[src/hdl/sci_defines.vh]
// Register map, field positions and timing constants of the start-up controller
`ifndef SCI_DEFINES_VH
`define SCI_DEFINES_VH
// ==================================================
// Register addresses
`define SCI_A_SPCFG   16'h0000
`define SCI_A_UPD     16'h0005
`define SCI_A_MPIN    16'h0100
`define SCI_A_WDLO    16'h0108
`define SCI_A_WDHI    16'h0109
`define SCI_A_MASK    16'h010A
`define SCI_A_STAB    16'h0207
`define SCI_A_REFPD   16'h0A01
`define SCI_A_CLR     16'h0A05
`define SCI_A_CLRI    16'h0A06
`define SCI_A_CAL0    16'h0A20
`define SCI_A_FR0     16'h0A22
`define SCI_A_CAL1    16'h0A40
`define SCI_A_FR1     16'h0A42
`define SCI_A_SCST    16'h0D01
`define SCI_A_MON     16'h0D08
`define SCI_MPIN_N    16'h0006
`define SCI_IRQ_N     16'h0009
// ==================================================
// Fields and values
`define SCI_UPD_VAL   8'h01
`define SCI_B_4WIRE   7
`define SCI_B_2WIRE   6
`define SCI_B_CLRALL  0
`define SCI_B_WDRST   7
`define SCI_B_CAL     1
`define SCI_B_SYNC    2
`define SCI_B_FREERUN 0
`define SCI_B_STABLE  1
`define SCI_B_LOCKED  0
`define SCI_B_PP      7
`define SCI_WD_BIT    3
`define SCI_MF_IN     3'h0
`define SCI_MF_IRQALL 3'h1
`define SCI_MF_IRQCOM 3'h2
`define SCI_MF_IRQL0  3'h3
`define SCI_MF_IRQL1  3'h4
`define SCI_MF_WDOG   3'h5
`define SCI_STAB_DEF  8'h32
// ==================================================
// Timing
`define SCI_POR_MS    20
`define SCI_CLK_KHZ   10000
`define SCI_WDP_NS    40
`define SCI_CLK_NS    100
`endif

[src/hdl/sci_startup_ctrl.v]
// Power-up reset, strap capture, buffered registers, IRQ, watchdog, system_clock_multiplier stability
// Notes on behaviour
// RULE1: 20 ms internal reset after supplies good
// RULE2: Power-up reset independent of reset pin
// RULE3: All six pins inputs after reset
// RULE4: Low pins inputs in reset, latched at release
// RULE5: Two straps pick profile load or skip
// RULE6: Mode strap selects SPI/I2C; straps give address
// RULE7: Four-wire SPI gives fifth pin to data out
// RULE8: Sixth pin only in I2C or two-wire
// RULE9: Update strobe commits buffered writes
// RULE10: Host updates before polling stable flag
// RULE11: Host follows staged programming sequence
// RULE12: Host calibrates, then clears free-run
// RULE13: Soft sync bit applied on update
// RULE14: Masked events set monitor bits
// RULE15: Clear registers, clear-all bit
// RULE16: Three IRQ groups, per-pin or shared
// RULE17: Masks off, open-drain pin by default
// RULE18: Watchdog off by default, IRQ, restart bit
// RULE19: Watchdog expiry pulses assigned pin
// RULE20: Stable after lock held stability time
// RULE21: Host checks stable before status readback
// RULE22: Calibration on rising edge of bit
// RULE23: Strap pattern held until next reset
`timescale 1ns/1ps
`default_nettype none
`include "sci_defines.vh"
module sci_startup_ctrl #(
    parameter POR_CYCLES = `SCI_POR_MS * `SCI_CLK_KHZ,
    parameter MS_CYCLES  = `SCI_CLK_KHZ
) (
    input  wire        core_clk,
    input  wire        resetn,
    input  wire        ext_reset_n,
    input  wire        supply_ok_3v3,
    input  wire        supply_ok_core,
    input  wire        system_clock_multiplier_pll_locked,
    input  wire [5:0]  mpin_in,
    input  wire [71:0] irq_event,
    input  wire        reg_wr,
    input  wire        reg_rd,
    input  wire [15:0] reg_addr,
    input  wire [7:0]  reg_wdata,
    input  wire        sdo_data,
    input  wire        sdo_oe,
    output reg  [7:0]  reg_rdata,
    output reg  [5:0]  mpin_out,
    output reg  [5:0]  mpin_oe,
    output reg         device_in_reset,
    output reg  [1:0]  eeprom_profile,
    output reg         i2c_mode,
    output reg  [1:0]  i2c_addr,
    output reg  [7:0]  ref_power_down,
    output reg  [1:0]  loop_freerun,
    output reg  [1:0]  apll_cal_start,
    output reg  [1:0]  apll_soft_sync,
    output reg         system_clock_multiplier_stable,
    output reg  [2:0]  irq_group
);
// ==================================================
// Helpers
localparam integer WDP_RAW = `SCI_WDP_NS / `SCI_CLK_NS;
localparam integer WDP_CYC = (WDP_RAW < 1) ? 1 : WDP_RAW;

function hit;
    input [15:0] a;
    input [15:0] base;
    input [15:0] n;
    begin
        hit = (a >= base) && (a < base + n);
    end
endfunction

// ==================================================
// Synchronisers: {lock, core ok, 3v3 ok, reset pin, pins}
reg  [9:0] s1_reg;
reg  [9:0] s2_reg;
always @(posedge core_clk or negedge resetn) begin
    if (!resetn) begin
        s1_reg <= 10'h000;
        s2_reg <= 10'h000;
    end else begin
        s1_reg <= {system_clock_multiplier_pll_locked, supply_ok_core, supply_ok_3v3, ext_reset_n, mpin_in};
        s2_reg <= s1_reg;
    end
end
wire       pin_rst    = ~s2_reg[6];
wire       supply_ok  = s2_reg[7] & s2_reg[8];
wire       pll_locked = s2_reg[9];

// ==================================================
// Power-up reset, counted from supplies good alone
reg [31:0] por_cnt_reg;
reg        por_act_reg;
always @(posedge core_clk or negedge resetn) begin
    if (!resetn) begin
        por_cnt_reg <= 32'h0;
        por_act_reg <= 1'b1;
    end else if (!supply_ok) begin
        por_cnt_reg <= 32'h0; // RULE2
        por_act_reg <= 1'b1;
    end else if (por_act_reg) begin
        if (por_cnt_reg == POR_CYCLES - 1)
            por_act_reg <= 1'b0; // RULE1
        else
            por_cnt_reg <= por_cnt_reg + 32'h1;
    end
end
wire any_rst = por_act_reg | pin_rst;

// ==================================================
// Strap capture on the release edge only
always @(posedge core_clk or negedge resetn) begin
    if (!resetn) begin
        device_in_reset <= 1'b1;
        eeprom_profile  <= 2'h0;
        i2c_mode        <= 1'b0;
        i2c_addr        <= 2'h0;
    end else begin
        device_in_reset <= any_rst;
        if (device_in_reset && !any_rst) begin // RULE4 RULE23
            eeprom_profile <= s2_reg[1:0]; // RULE5
            i2c_mode       <= s2_reg[3]; // RULE6
            i2c_addr       <= s2_reg[5:4]; // RULE6
        end
    end
end

// ==================================================
// Register file: shadow copies, committed by update, except spcfg_reg and refpd_sh_reg, which act at once
reg  [7:0]  spcfg_reg;
reg  [47:0] mpin_sh_reg;
reg  [47:0] mpin_act_reg;
reg  [15:0] wd_sh_reg;
reg  [15:0] wd_act_reg;
reg  [71:0] mask_sh_reg;
reg  [71:0] mask_act_reg;
reg  [7:0]  stab_sh_reg;
reg  [7:0]  stab_act_reg;
reg  [7:0]  refpd_sh_reg;
reg  [31:0] loop_sh_reg;
reg  [31:0] loop_act_reg;
reg  [71:0] mon_reg;
reg  [71:0] clr_next;
reg         wd_restart;
wire [15:0] d_mpin = reg_addr - `SCI_A_MPIN;
wire [15:0] d_mask = reg_addr - `SCI_A_MASK;
wire [15:0] d_clri = reg_addr - `SCI_A_CLRI;
wire [15:0] d_mon  = reg_addr - `SCI_A_MON;
wire        upd    = reg_wr && reg_addr == `SCI_A_UPD && reg_wdata == `SCI_UPD_VAL;
wire        wd_exp;
wire [71:0] ev_vec = irq_event | ({71'h0, wd_exp} << `SCI_WD_BIT);

always @* begin
    clr_next   = 72'h0;
    wd_restart = 1'b0;
    if (reg_wr && reg_addr == `SCI_A_CLR) begin
        if (reg_wdata[`SCI_B_CLRALL])
            clr_next = {72{1'b1}}; // RULE15
        wd_restart = reg_wdata[`SCI_B_WDRST]; // RULE18
    end else if (reg_wr && hit(reg_addr, `SCI_A_CLRI, `SCI_IRQ_N)) begin
        clr_next[8*d_clri[3:0] +: 8] = reg_wdata; // RULE15
    end
end

always @(posedge core_clk or negedge resetn) begin
    if (!resetn) begin
        spcfg_reg    <= 8'h00;
        mpin_sh_reg  <= 48'h0;
        mpin_act_reg <= 48'h0;
        wd_sh_reg    <= 16'h0;
        wd_act_reg   <= 16'h0;
        mask_sh_reg  <= 72'h0;
        mask_act_reg <= 72'h0;
        stab_sh_reg  <= `SCI_STAB_DEF;
        stab_act_reg <= `SCI_STAB_DEF;
        refpd_sh_reg <= 8'h00;
        loop_sh_reg  <= 32'h0;
        loop_act_reg <= 32'h0;
        mon_reg      <= 72'h0;
    end else if (any_rst) begin
        spcfg_reg    <= 8'h00;
        mpin_sh_reg  <= 48'h0; // RULE3
        mpin_act_reg <= 48'h0; // RULE3
        wd_sh_reg    <= 16'h0; // RULE18
        wd_act_reg   <= 16'h0;
        mask_sh_reg  <= 72'h0; // RULE17
        mask_act_reg <= 72'h0;
        stab_sh_reg  <= `SCI_STAB_DEF;
        stab_act_reg <= `SCI_STAB_DEF;
        refpd_sh_reg <= 8'h00;
        loop_sh_reg  <= 32'h0;
        loop_act_reg <= 32'h0;
        mon_reg      <= 72'h0;
    end else begin
        // Set wins over a clear arriving in the same cycle
        mon_reg <= (mon_reg & ~clr_next) | (ev_vec & mask_act_reg); // RULE14
        if (reg_wr) begin
            if (reg_addr == `SCI_A_SPCFG)
                spcfg_reg <= reg_wdata;
            if (hit(reg_addr, `SCI_A_MPIN, `SCI_MPIN_N))
                mpin_sh_reg[8*d_mpin[2:0] +: 8] <= reg_wdata;
            if (reg_addr == `SCI_A_WDLO)
                wd_sh_reg[7:0] <= reg_wdata;
            if (reg_addr == `SCI_A_WDHI)
                wd_sh_reg[15:8] <= reg_wdata;
            if (hit(reg_addr, `SCI_A_MASK, `SCI_IRQ_N))
                mask_sh_reg[8*d_mask[3:0] +: 8] <= reg_wdata;
            if (reg_addr == `SCI_A_STAB)
                stab_sh_reg <= reg_wdata;
            if (reg_addr == `SCI_A_REFPD)
                refpd_sh_reg <= reg_wdata;
            if (reg_addr == `SCI_A_CAL0)
                loop_sh_reg[7:0] <= reg_wdata;
            if (reg_addr == `SCI_A_FR0)
                loop_sh_reg[15:8] <= reg_wdata;
            if (reg_addr == `SCI_A_CAL1)
                loop_sh_reg[23:16] <= reg_wdata;
            if (reg_addr == `SCI_A_FR1)
                loop_sh_reg[31:24] <= reg_wdata;
        end
        if (upd) begin // RULE9
            mpin_act_reg <= mpin_sh_reg;
            wd_act_reg   <= wd_sh_reg;
            mask_act_reg <= mask_sh_reg;
            stab_act_reg <= stab_sh_reg;
            loop_act_reg <= loop_sh_reg;
        end
    end
end

// ==================================================
// Millisecond tick shared by watchdog and stability timer
reg [31:0] ms_cnt_reg;
wire       ms_tick = (ms_cnt_reg == MS_CYCLES - 1);
always @(posedge core_clk or negedge resetn) begin
    if (!resetn)
        ms_cnt_reg <= 32'h0;
    else if (any_rst || ms_tick)
        ms_cnt_reg <= 32'h0;
    else
        ms_cnt_reg <= ms_cnt_reg + 32'h1;
end

// ==================================================
// Watchdog: period zero means disabled
reg [15:0] wd_ms_reg;
reg [7:0]  wdp_cnt_reg;
wire       wd_on = (wd_act_reg != 16'h0);
assign wd_exp = wd_on && ms_tick && (wd_ms_reg == wd_act_reg - 16'h1); // RULE18
always @(posedge core_clk or negedge resetn) begin
    if (!resetn) begin
        wd_ms_reg   <= 16'h0;
        wdp_cnt_reg <= 8'h00;
    end else begin
        if (any_rst || !wd_on || wd_restart || wd_exp)
            wd_ms_reg <= 16'h0; // RULE18
        else if (ms_tick)
            wd_ms_reg <= wd_ms_reg + 16'h1;
        if (any_rst)
            wdp_cnt_reg <= 8'h00;
        else if (wd_exp)
            wdp_cnt_reg <= WDP_CYC[7:0]; // RULE19
        else if (wdp_cnt_reg != 8'h00)
            wdp_cnt_reg <= wdp_cnt_reg - 8'h01;
    end
end

// ==================================================
// System clock stability timer
reg [7:0] st_ms_reg;
always @(posedge core_clk or negedge resetn) begin
    if (!resetn) begin
        st_ms_reg     <= 8'h00;
        system_clock_multiplier_stable <= 1'b0;
    end else if (any_rst || !pll_locked) begin
        st_ms_reg     <= 8'h00;
        system_clock_multiplier_stable <= 1'b0;
    end else if (!system_clock_multiplier_stable) begin
        if (st_ms_reg >= stab_act_reg)
            system_clock_multiplier_stable <= 1'b1; // RULE20
        else if (ms_tick)
            st_ms_reg <= st_ms_reg + 8'h01;
    end
end

// ==================================================
// Loop controls: calibration on rising edge only
reg [1:0] cal_q_reg;
wire [1:0] cal_lvl = {loop_act_reg[16 + `SCI_B_CAL], loop_act_reg[`SCI_B_CAL]};
always @(posedge core_clk or negedge resetn) begin
    if (!resetn) begin
        cal_q_reg      <= 2'h0;
        apll_cal_start <= 2'h0;
        apll_soft_sync <= 2'h0;
        loop_freerun   <= 2'h0;
        ref_power_down <= 8'h00;
        irq_group      <= 3'h0;
    end else begin
        cal_q_reg      <= cal_lvl;
        apll_cal_start <= cal_lvl & ~cal_q_reg; // RULE22
        apll_soft_sync <= {loop_act_reg[16 + `SCI_B_SYNC], loop_act_reg[`SCI_B_SYNC]}; // RULE13
        loop_freerun   <= {loop_act_reg[24 + `SCI_B_FREERUN], loop_act_reg[8 + `SCI_B_FREERUN]};
        ref_power_down <= refpd_sh_reg;
        irq_group      <= {|mon_reg[71:48], |mon_reg[47:24], |mon_reg[23:0]}; // RULE16
    end
end

// ==================================================
// Multifunction pin drive
reg [5:0]  mo_next;
reg [5:0]  moe_next;
reg        lvl;
reg [2:0]  fn;
reg        avail;
integer    i;
wire       spi4 = !i2c_mode && spcfg_reg[`SCI_B_4WIRE];
always @* begin
    mo_next  = 6'h00;
    moe_next = 6'h00;
    lvl      = 1'b0;
    fn       = `SCI_MF_IN;
    avail    = 1'b0;
    for (i = 0; i < 6; i = i + 1) begin
        fn    = mpin_act_reg[8*i +: 3];
        avail = (i < 4) || (i == 4 && !spi4)
                || (i == 5 && (i2c_mode || spcfg_reg[`SCI_B_2WIRE])); // RULE7 RULE8
        case (fn)
            `SCI_MF_IRQALL: lvl = |irq_group;
            `SCI_MF_IRQCOM: lvl = irq_group[0];
            `SCI_MF_IRQL0:  lvl = irq_group[1];
            `SCI_MF_IRQL1:  lvl = irq_group[2];
            `SCI_MF_WDOG:   lvl = (wdp_cnt_reg != 8'h00); // RULE19
            default:        lvl = 1'b0;
        endcase
        if (!avail || fn == `SCI_MF_IN) begin
            mo_next[i]  = 1'b0;
            moe_next[i] = 1'b0;
        end else if (fn == `SCI_MF_WDOG || mpin_act_reg[8*i + `SCI_B_PP]) begin
            mo_next[i]  = lvl;
            moe_next[i] = 1'b1;
        end else begin
            // Open drain: pull low while active
            mo_next[i]  = 1'b0;
            moe_next[i] = lvl; // RULE17
        end
    end
    if (spi4) begin
        mo_next[4]  = sdo_data; // RULE7
        moe_next[4] = sdo_oe;
    end
    if (any_rst) begin
        moe_next = 6'h00; // RULE3 RULE4
    end
end

always @(posedge core_clk or negedge resetn) begin
    if (!resetn) begin
        mpin_out <= 6'h00;
        mpin_oe  <= 6'h00;
    end else begin
        mpin_out <= mo_next;
        mpin_oe  <= moe_next;
    end
end

// ==================================================
// Read-back of shadow values and status
reg [7:0] rd_next;
always @* begin
    rd_next = 8'h00;
    if (reg_addr == `SCI_A_SPCFG)
        rd_next = spcfg_reg;
    else if (hit(reg_addr, `SCI_A_MPIN, `SCI_MPIN_N))
        rd_next = mpin_sh_reg[8*d_mpin[2:0] +: 8];
    else if (reg_addr == `SCI_A_WDLO)
        rd_next = wd_sh_reg[7:0];
    else if (reg_addr == `SCI_A_WDHI)
        rd_next = wd_sh_reg[15:8];
    else if (hit(reg_addr, `SCI_A_MASK, `SCI_IRQ_N))
        rd_next = mask_sh_reg[8*d_mask[3:0] +: 8];
    else if (reg_addr == `SCI_A_STAB)
        rd_next = stab_sh_reg;
    else if (reg_addr == `SCI_A_REFPD)
        rd_next = refpd_sh_reg;
    else if (reg_addr == `SCI_A_CAL0)
        rd_next = loop_sh_reg[7:0];
    else if (reg_addr == `SCI_A_FR0)
        rd_next = loop_sh_reg[15:8];
    else if (reg_addr == `SCI_A_CAL1)
        rd_next = loop_sh_reg[23:16];
    else if (reg_addr == `SCI_A_FR1)
        rd_next = loop_sh_reg[31:24];
    else if (reg_addr == `SCI_A_SCST) begin
        rd_next[`SCI_B_STABLE] = system_clock_multiplier_stable;
        rd_next[`SCI_B_LOCKED] = pll_locked;
    end else if (hit(reg_addr, `SCI_A_MON, `SCI_IRQ_N))
        rd_next = mon_reg[8*d_mon[3:0] +: 8];
end

always @(posedge core_clk or negedge resetn) begin
    if (!resetn)
        reg_rdata <= 8'h00;
    else if (reg_rd)
        reg_rdata <= rd_next;
end
endmodule // sci_startup_ctrl
`default_nettype wire

[config.mk]
export PLATFORM = sky130hd
export DESIGN_NAME = sci_startup_ctrl
export DESIGN_NICKNAME = d
export VERILOG_FILES = /design/src/hdl/sci_startup_ctrl.v
export VERILOG_INCLUDE_DIRS = /design/src /design/src/hdl
export SDC_FILE = /design/constraint.sdc
export NUM_CORES = 1
export LEC_CHECK = 0
export ABC_AREA = 1
export BUFFER_PORTS_ARGS = -buffer_cell sky130_fd_sc_hd__clkbuf_2
export CAP_MARGIN = 25
export CORE_MARGIN = 4
export CORE_UTILIZATION = 30
export CTS_BUF_LIST = sky130_fd_sc_hd__clkbuf_16
export CTS_CLUSTER_SIZE = 10
export DETAILED_ROUTE_END_ITERATION = 8
export GPL_TIMING_DRIVEN = 1
export PLACE_DENSITY = 0.44
export SETUP_SLACK_MARGIN = 0.4
export SLEW_MARGIN = 20
export SYNTH_ARGS = -nofsm -noshare
export SYNTH_HDL_FRONTEND = slang
export SYNTH_SLANG_ARGS = --single-unit
export TNS_END_PERCENT = 100
[constraint.sdc]
create_clock -name core_clk -period 6.6 [get_ports core_clk]
set_input_delay 0 -clock core_clk [delete_from_list [all_inputs] [get_ports core_clk]]
set_output_delay 0 -clock core_clk [all_outputs]
set_load 0.01 [all_outputs]
==> summary.txt <==
Run status
  – Status: complete, no violations

Synthesis
  – Synth Area in Compound Gates: between 10% and 20%
  – Yosys warns: 0
  – Syn_area_per_cell: just over 8 sq um
  – Synth cell types: 70
  – Seq/Total Area, Yosys: 49.2%
  – Asr flop ratio synth: 100%
  – Post-Synth Simple-Gate Area: a little under a quarter
  – Post-synth EDFFs: 0
  – Post-synthesis cell area: 0.0280 sq mm
  – Post-synthesis mux area share: less than 1%
  – XOR/XNOR Fraction of Synth Area: ~1.6%
  – Top_reg_cell synth: dfrtp_1
  – Synthesized flop and latch total: 551
  – Largest family of logic cells by synthesized area: simple AND/OR/NAND/NOR gates
  – Syn nets: roughly 3500
  – Synthesized-area fraction occupied by adder cells: between 1 and 1.5%
  – Cell count after synthesis: between 3000 and 4000

Detailed routing
  – Routed vias/inst: ~5.1
  – Wirelength per Cell: roughly 22 um
  – Via count: approximately 25000
  – 1st-iter DRT viols: roughly 2000
  – Residual DRC: 0
  – Drt pass-1 iters: 7
  – WL final: approximately 110 mm
  – Routed Antenna Nets: 0

Worst setup path
  – Worst R2R Setup Slack: about 3.5 ns
  – Critical path data arrival time: about 3.7 ns
  – Worst setup path class: in2reg
  – Critical R2R Launch: por_act_reg$_DFF_PN1_
  – Crit end category: flop
  – Worst Path Max Fanout: 50
  – Startpoint types: input port
  – Worst Setup SP: reg_addr[0]
  – Worst EP required: 7.10 ns

Clocking
  – Post-CTS setup buffers: 0
  – Max clock buf depth: 3
  – Resize count post-CTS: 0
  – TritonCTS Sinks: ~550
  – CTS tree: built
  – CTS H-tree lvls: 3
  – Clock Latency Late Sink: ~0.64 ns
  – Worst-path clk slew: roughly 0.060 ns
  – Root buf cell: clkbuf_16
  – CTS buffer count: 72

Layout
  – Cell area after layout: ~0.033 sq mm
  – Non-filler cells in the finished layout: approximately 4900
  – Core Util, Final: approximately 36%
  – Fraction of layout cells with a size suffix above 1: a little over a tenth
  – Final nets: around 3800
  – Layout area overhead: 18.7%
  – Layout fillers: between 9000 and 10000

STA
  – Period minus WS final: about 3.2 ns
  – Setup TNS: 0 ns
  – Count of pins over their slew limit: 0
  – RSZ-0062 raised after global routing: false
  – Clock skew: around 0.033 ns
  – Final hold viol count: 0
  – Slew @ Worst Pin: ~1.1 ns
  – Rel. slew slack: a little over a quarter
  – Final setup fails: 0
  – Fin crit share: 48.6%
  – Final worst slack: 3.39 ns
  – Max Clock Freq: around 0.31 GHz

Global routing
  – Vias in the first global route: roughly 25000
  – Largest net degree at the start of global routing: roughly 160
  – Total gr overflow: 0
  – Antenna violations before repair: 5
  – First-pass GRT wire length: between 150 and 200 mm
  – GRT Util Overall: 21.8%

Floorplan
  – Die area: roughly 0.098 sq mm
  – DIE WIDTH: 314 um
  – Initial core utilization: between 30% and 40%
  – I/O pins: 156
  – Area of the core: slightly above 0.09 sq mm
  – Standard-cell row count: about 110
  – Die Height: between 300 and 400 um

Power
  – PD cells: 223 mW/mm^2
  – Leak pwr: 0.0145 uW
  – Max VDD drop: 164 uV
  – Net switching power: around 1900 uW
  – Pint: 5530 uW
  – Net Sw Frac: about 26%
  – Seq pwr share: a little under half
  – Clk pwr share: 48.6%
  – Logic pwr share: 5.8%

Job
  – Max cap viols: 0

Placed design
  – Placed cells: approximately 4700
  – Placed inst area: ~0.03 sq mm
  – Pre-CTS setup slack: roughly 2.8 ns
  – GPL Wtd Cong: roughly 0.9
  – Dpl hpwl: 78.1 mm
  – I/O Buffers: roughly 150

Hold path
  – Hold Crit Class: in2async
==> power by group through the flow <==
stage                     registers, uW  logic, uW  clock network [uW]
after floorplan                    3450        159                   0
after global placement             3450        389                   0
after detailed placement           3450        387                   0
after CTS                          3390        435                3720
after global routing               3390        472                3850
final                              3390        434                3610
==> routing by layer <==
| layer | vias up | wire length (um) | GRT usage [%] | share of wire [%] |
|---|---|---|---|---|
| met5 | - | 0 | 0 | 0 |
| met4 | 0 | 4620 | 8.98 | 4.3 |
| met3 | 203 | 5900 | 3.52 | 5.4 |
| met2 | 740 | 50500 | 35.5 | 47 |
| met1 | 12295 | 47400 | 29.0 | 44 |
| li1 | 12020 | - | - | - |
==> critical path, stage by stage <==
cell	delay (ns)
buf_4	0.28
inv_2	0.41
ha_1	0.43
buf_4	0.31
inv_2	0.26
nor2_1	0.15
nand2_1	0.17
inv_2	0.21
nand3_1	0.16
nor2_1	0.23
nand2_2	0.14
o211ai_1	0.25
a21oi_1	0.09
dlygate4sd3_1	0.58
==> logic make-up after synthesis <==
logic type	Yosys count
AND/OR/NAND/NOR	1421
AO/OA/AOI/OAI	780
flip-flops	551
buffers and inverters	547
XOR/XNOR	49
adder cells (fa/ha/maj)	31
multiplexers	7
==> cells in the mapped netlist, drive strengths merged, types with 59 or more instances <==
master	number	area share [%]
a21oi	208	3.8
dfrtp	543	48
nor2	286	4.2
nor3	86	1.8
clkbuf	76	1.0
inv	407	5.5
nand3	247	4.6
nand2	683	9.3
buf	59	1.1
o211ai	61	1.6
o21ai	258	4.6
o31ai	74	2.0
==> layout make-up <==
cell class              count  area, sq um  share of cell area, %
well taps                1243         1560                   4.67
repair buffers            286         2130                   6.40
flip-flops and latches    551        13800                   41.5
clock inverters            51          260                  0.782
clock buffers              74         1850                   5.56
diodes                      6         15.0                 0.0451
inverters                 412         1550                   4.66
multi-input cells        2288        12100                   36.4
==> cells in the final DEF (no fill, tap or decap), types with 38 or more instances in the layout <==
cell type,n
clkbuf_2,153
dlygate4sd3_1,107
o31ai_1,74
nand2_1,667
nand4_1,52
xor2_1,38
o21ai_0,238
inv_1,401
nor4_1,42
o32ai_1,45
a21oi_1,204
nand3_1,237
dfrtp_1,543
o211ai_1,61
clkbuf_16,74
nor2_1,262
o22ai_1,53
nor3_1,76
==> per-stage QoR <==
step | power (uW) | hold WS [ns]
floorplan | 3610 | -0.296
global placement | 3840 | 0.109
detailed placement | 3830 | 0.112
CTS | 7540 | 0.000737
global route | 7710 | 0.0284
finish | 7430 | 0.00512
==> worst paths after layout <==
check / end / depth (start not counted)
worst min register to register: s2_reg[5]$_DFF_PN0_ / 0
worst min-delay path: mpin_out[2]$_DFF_PN0_ / 2
max in group asynchronous: reg_rdata[0]$_DFFE_PN0P_ / 3
min in group core_clk: s1_reg[1]$_DFF_PN0_ / 2
worst max-delay path: mon_reg[35]$_DFF_PN0_ / 14
worst max register to register: st_ms_reg[7]$_DFFE_PN0P_ / 14
==> repair_timing <==
action / CTS / global route
hold buffers: 107 / 0
setup endpoints to repair: 0 / 0
endpoints found under the hold margin: 206 / 0
(Power assumes the default switching activity.)
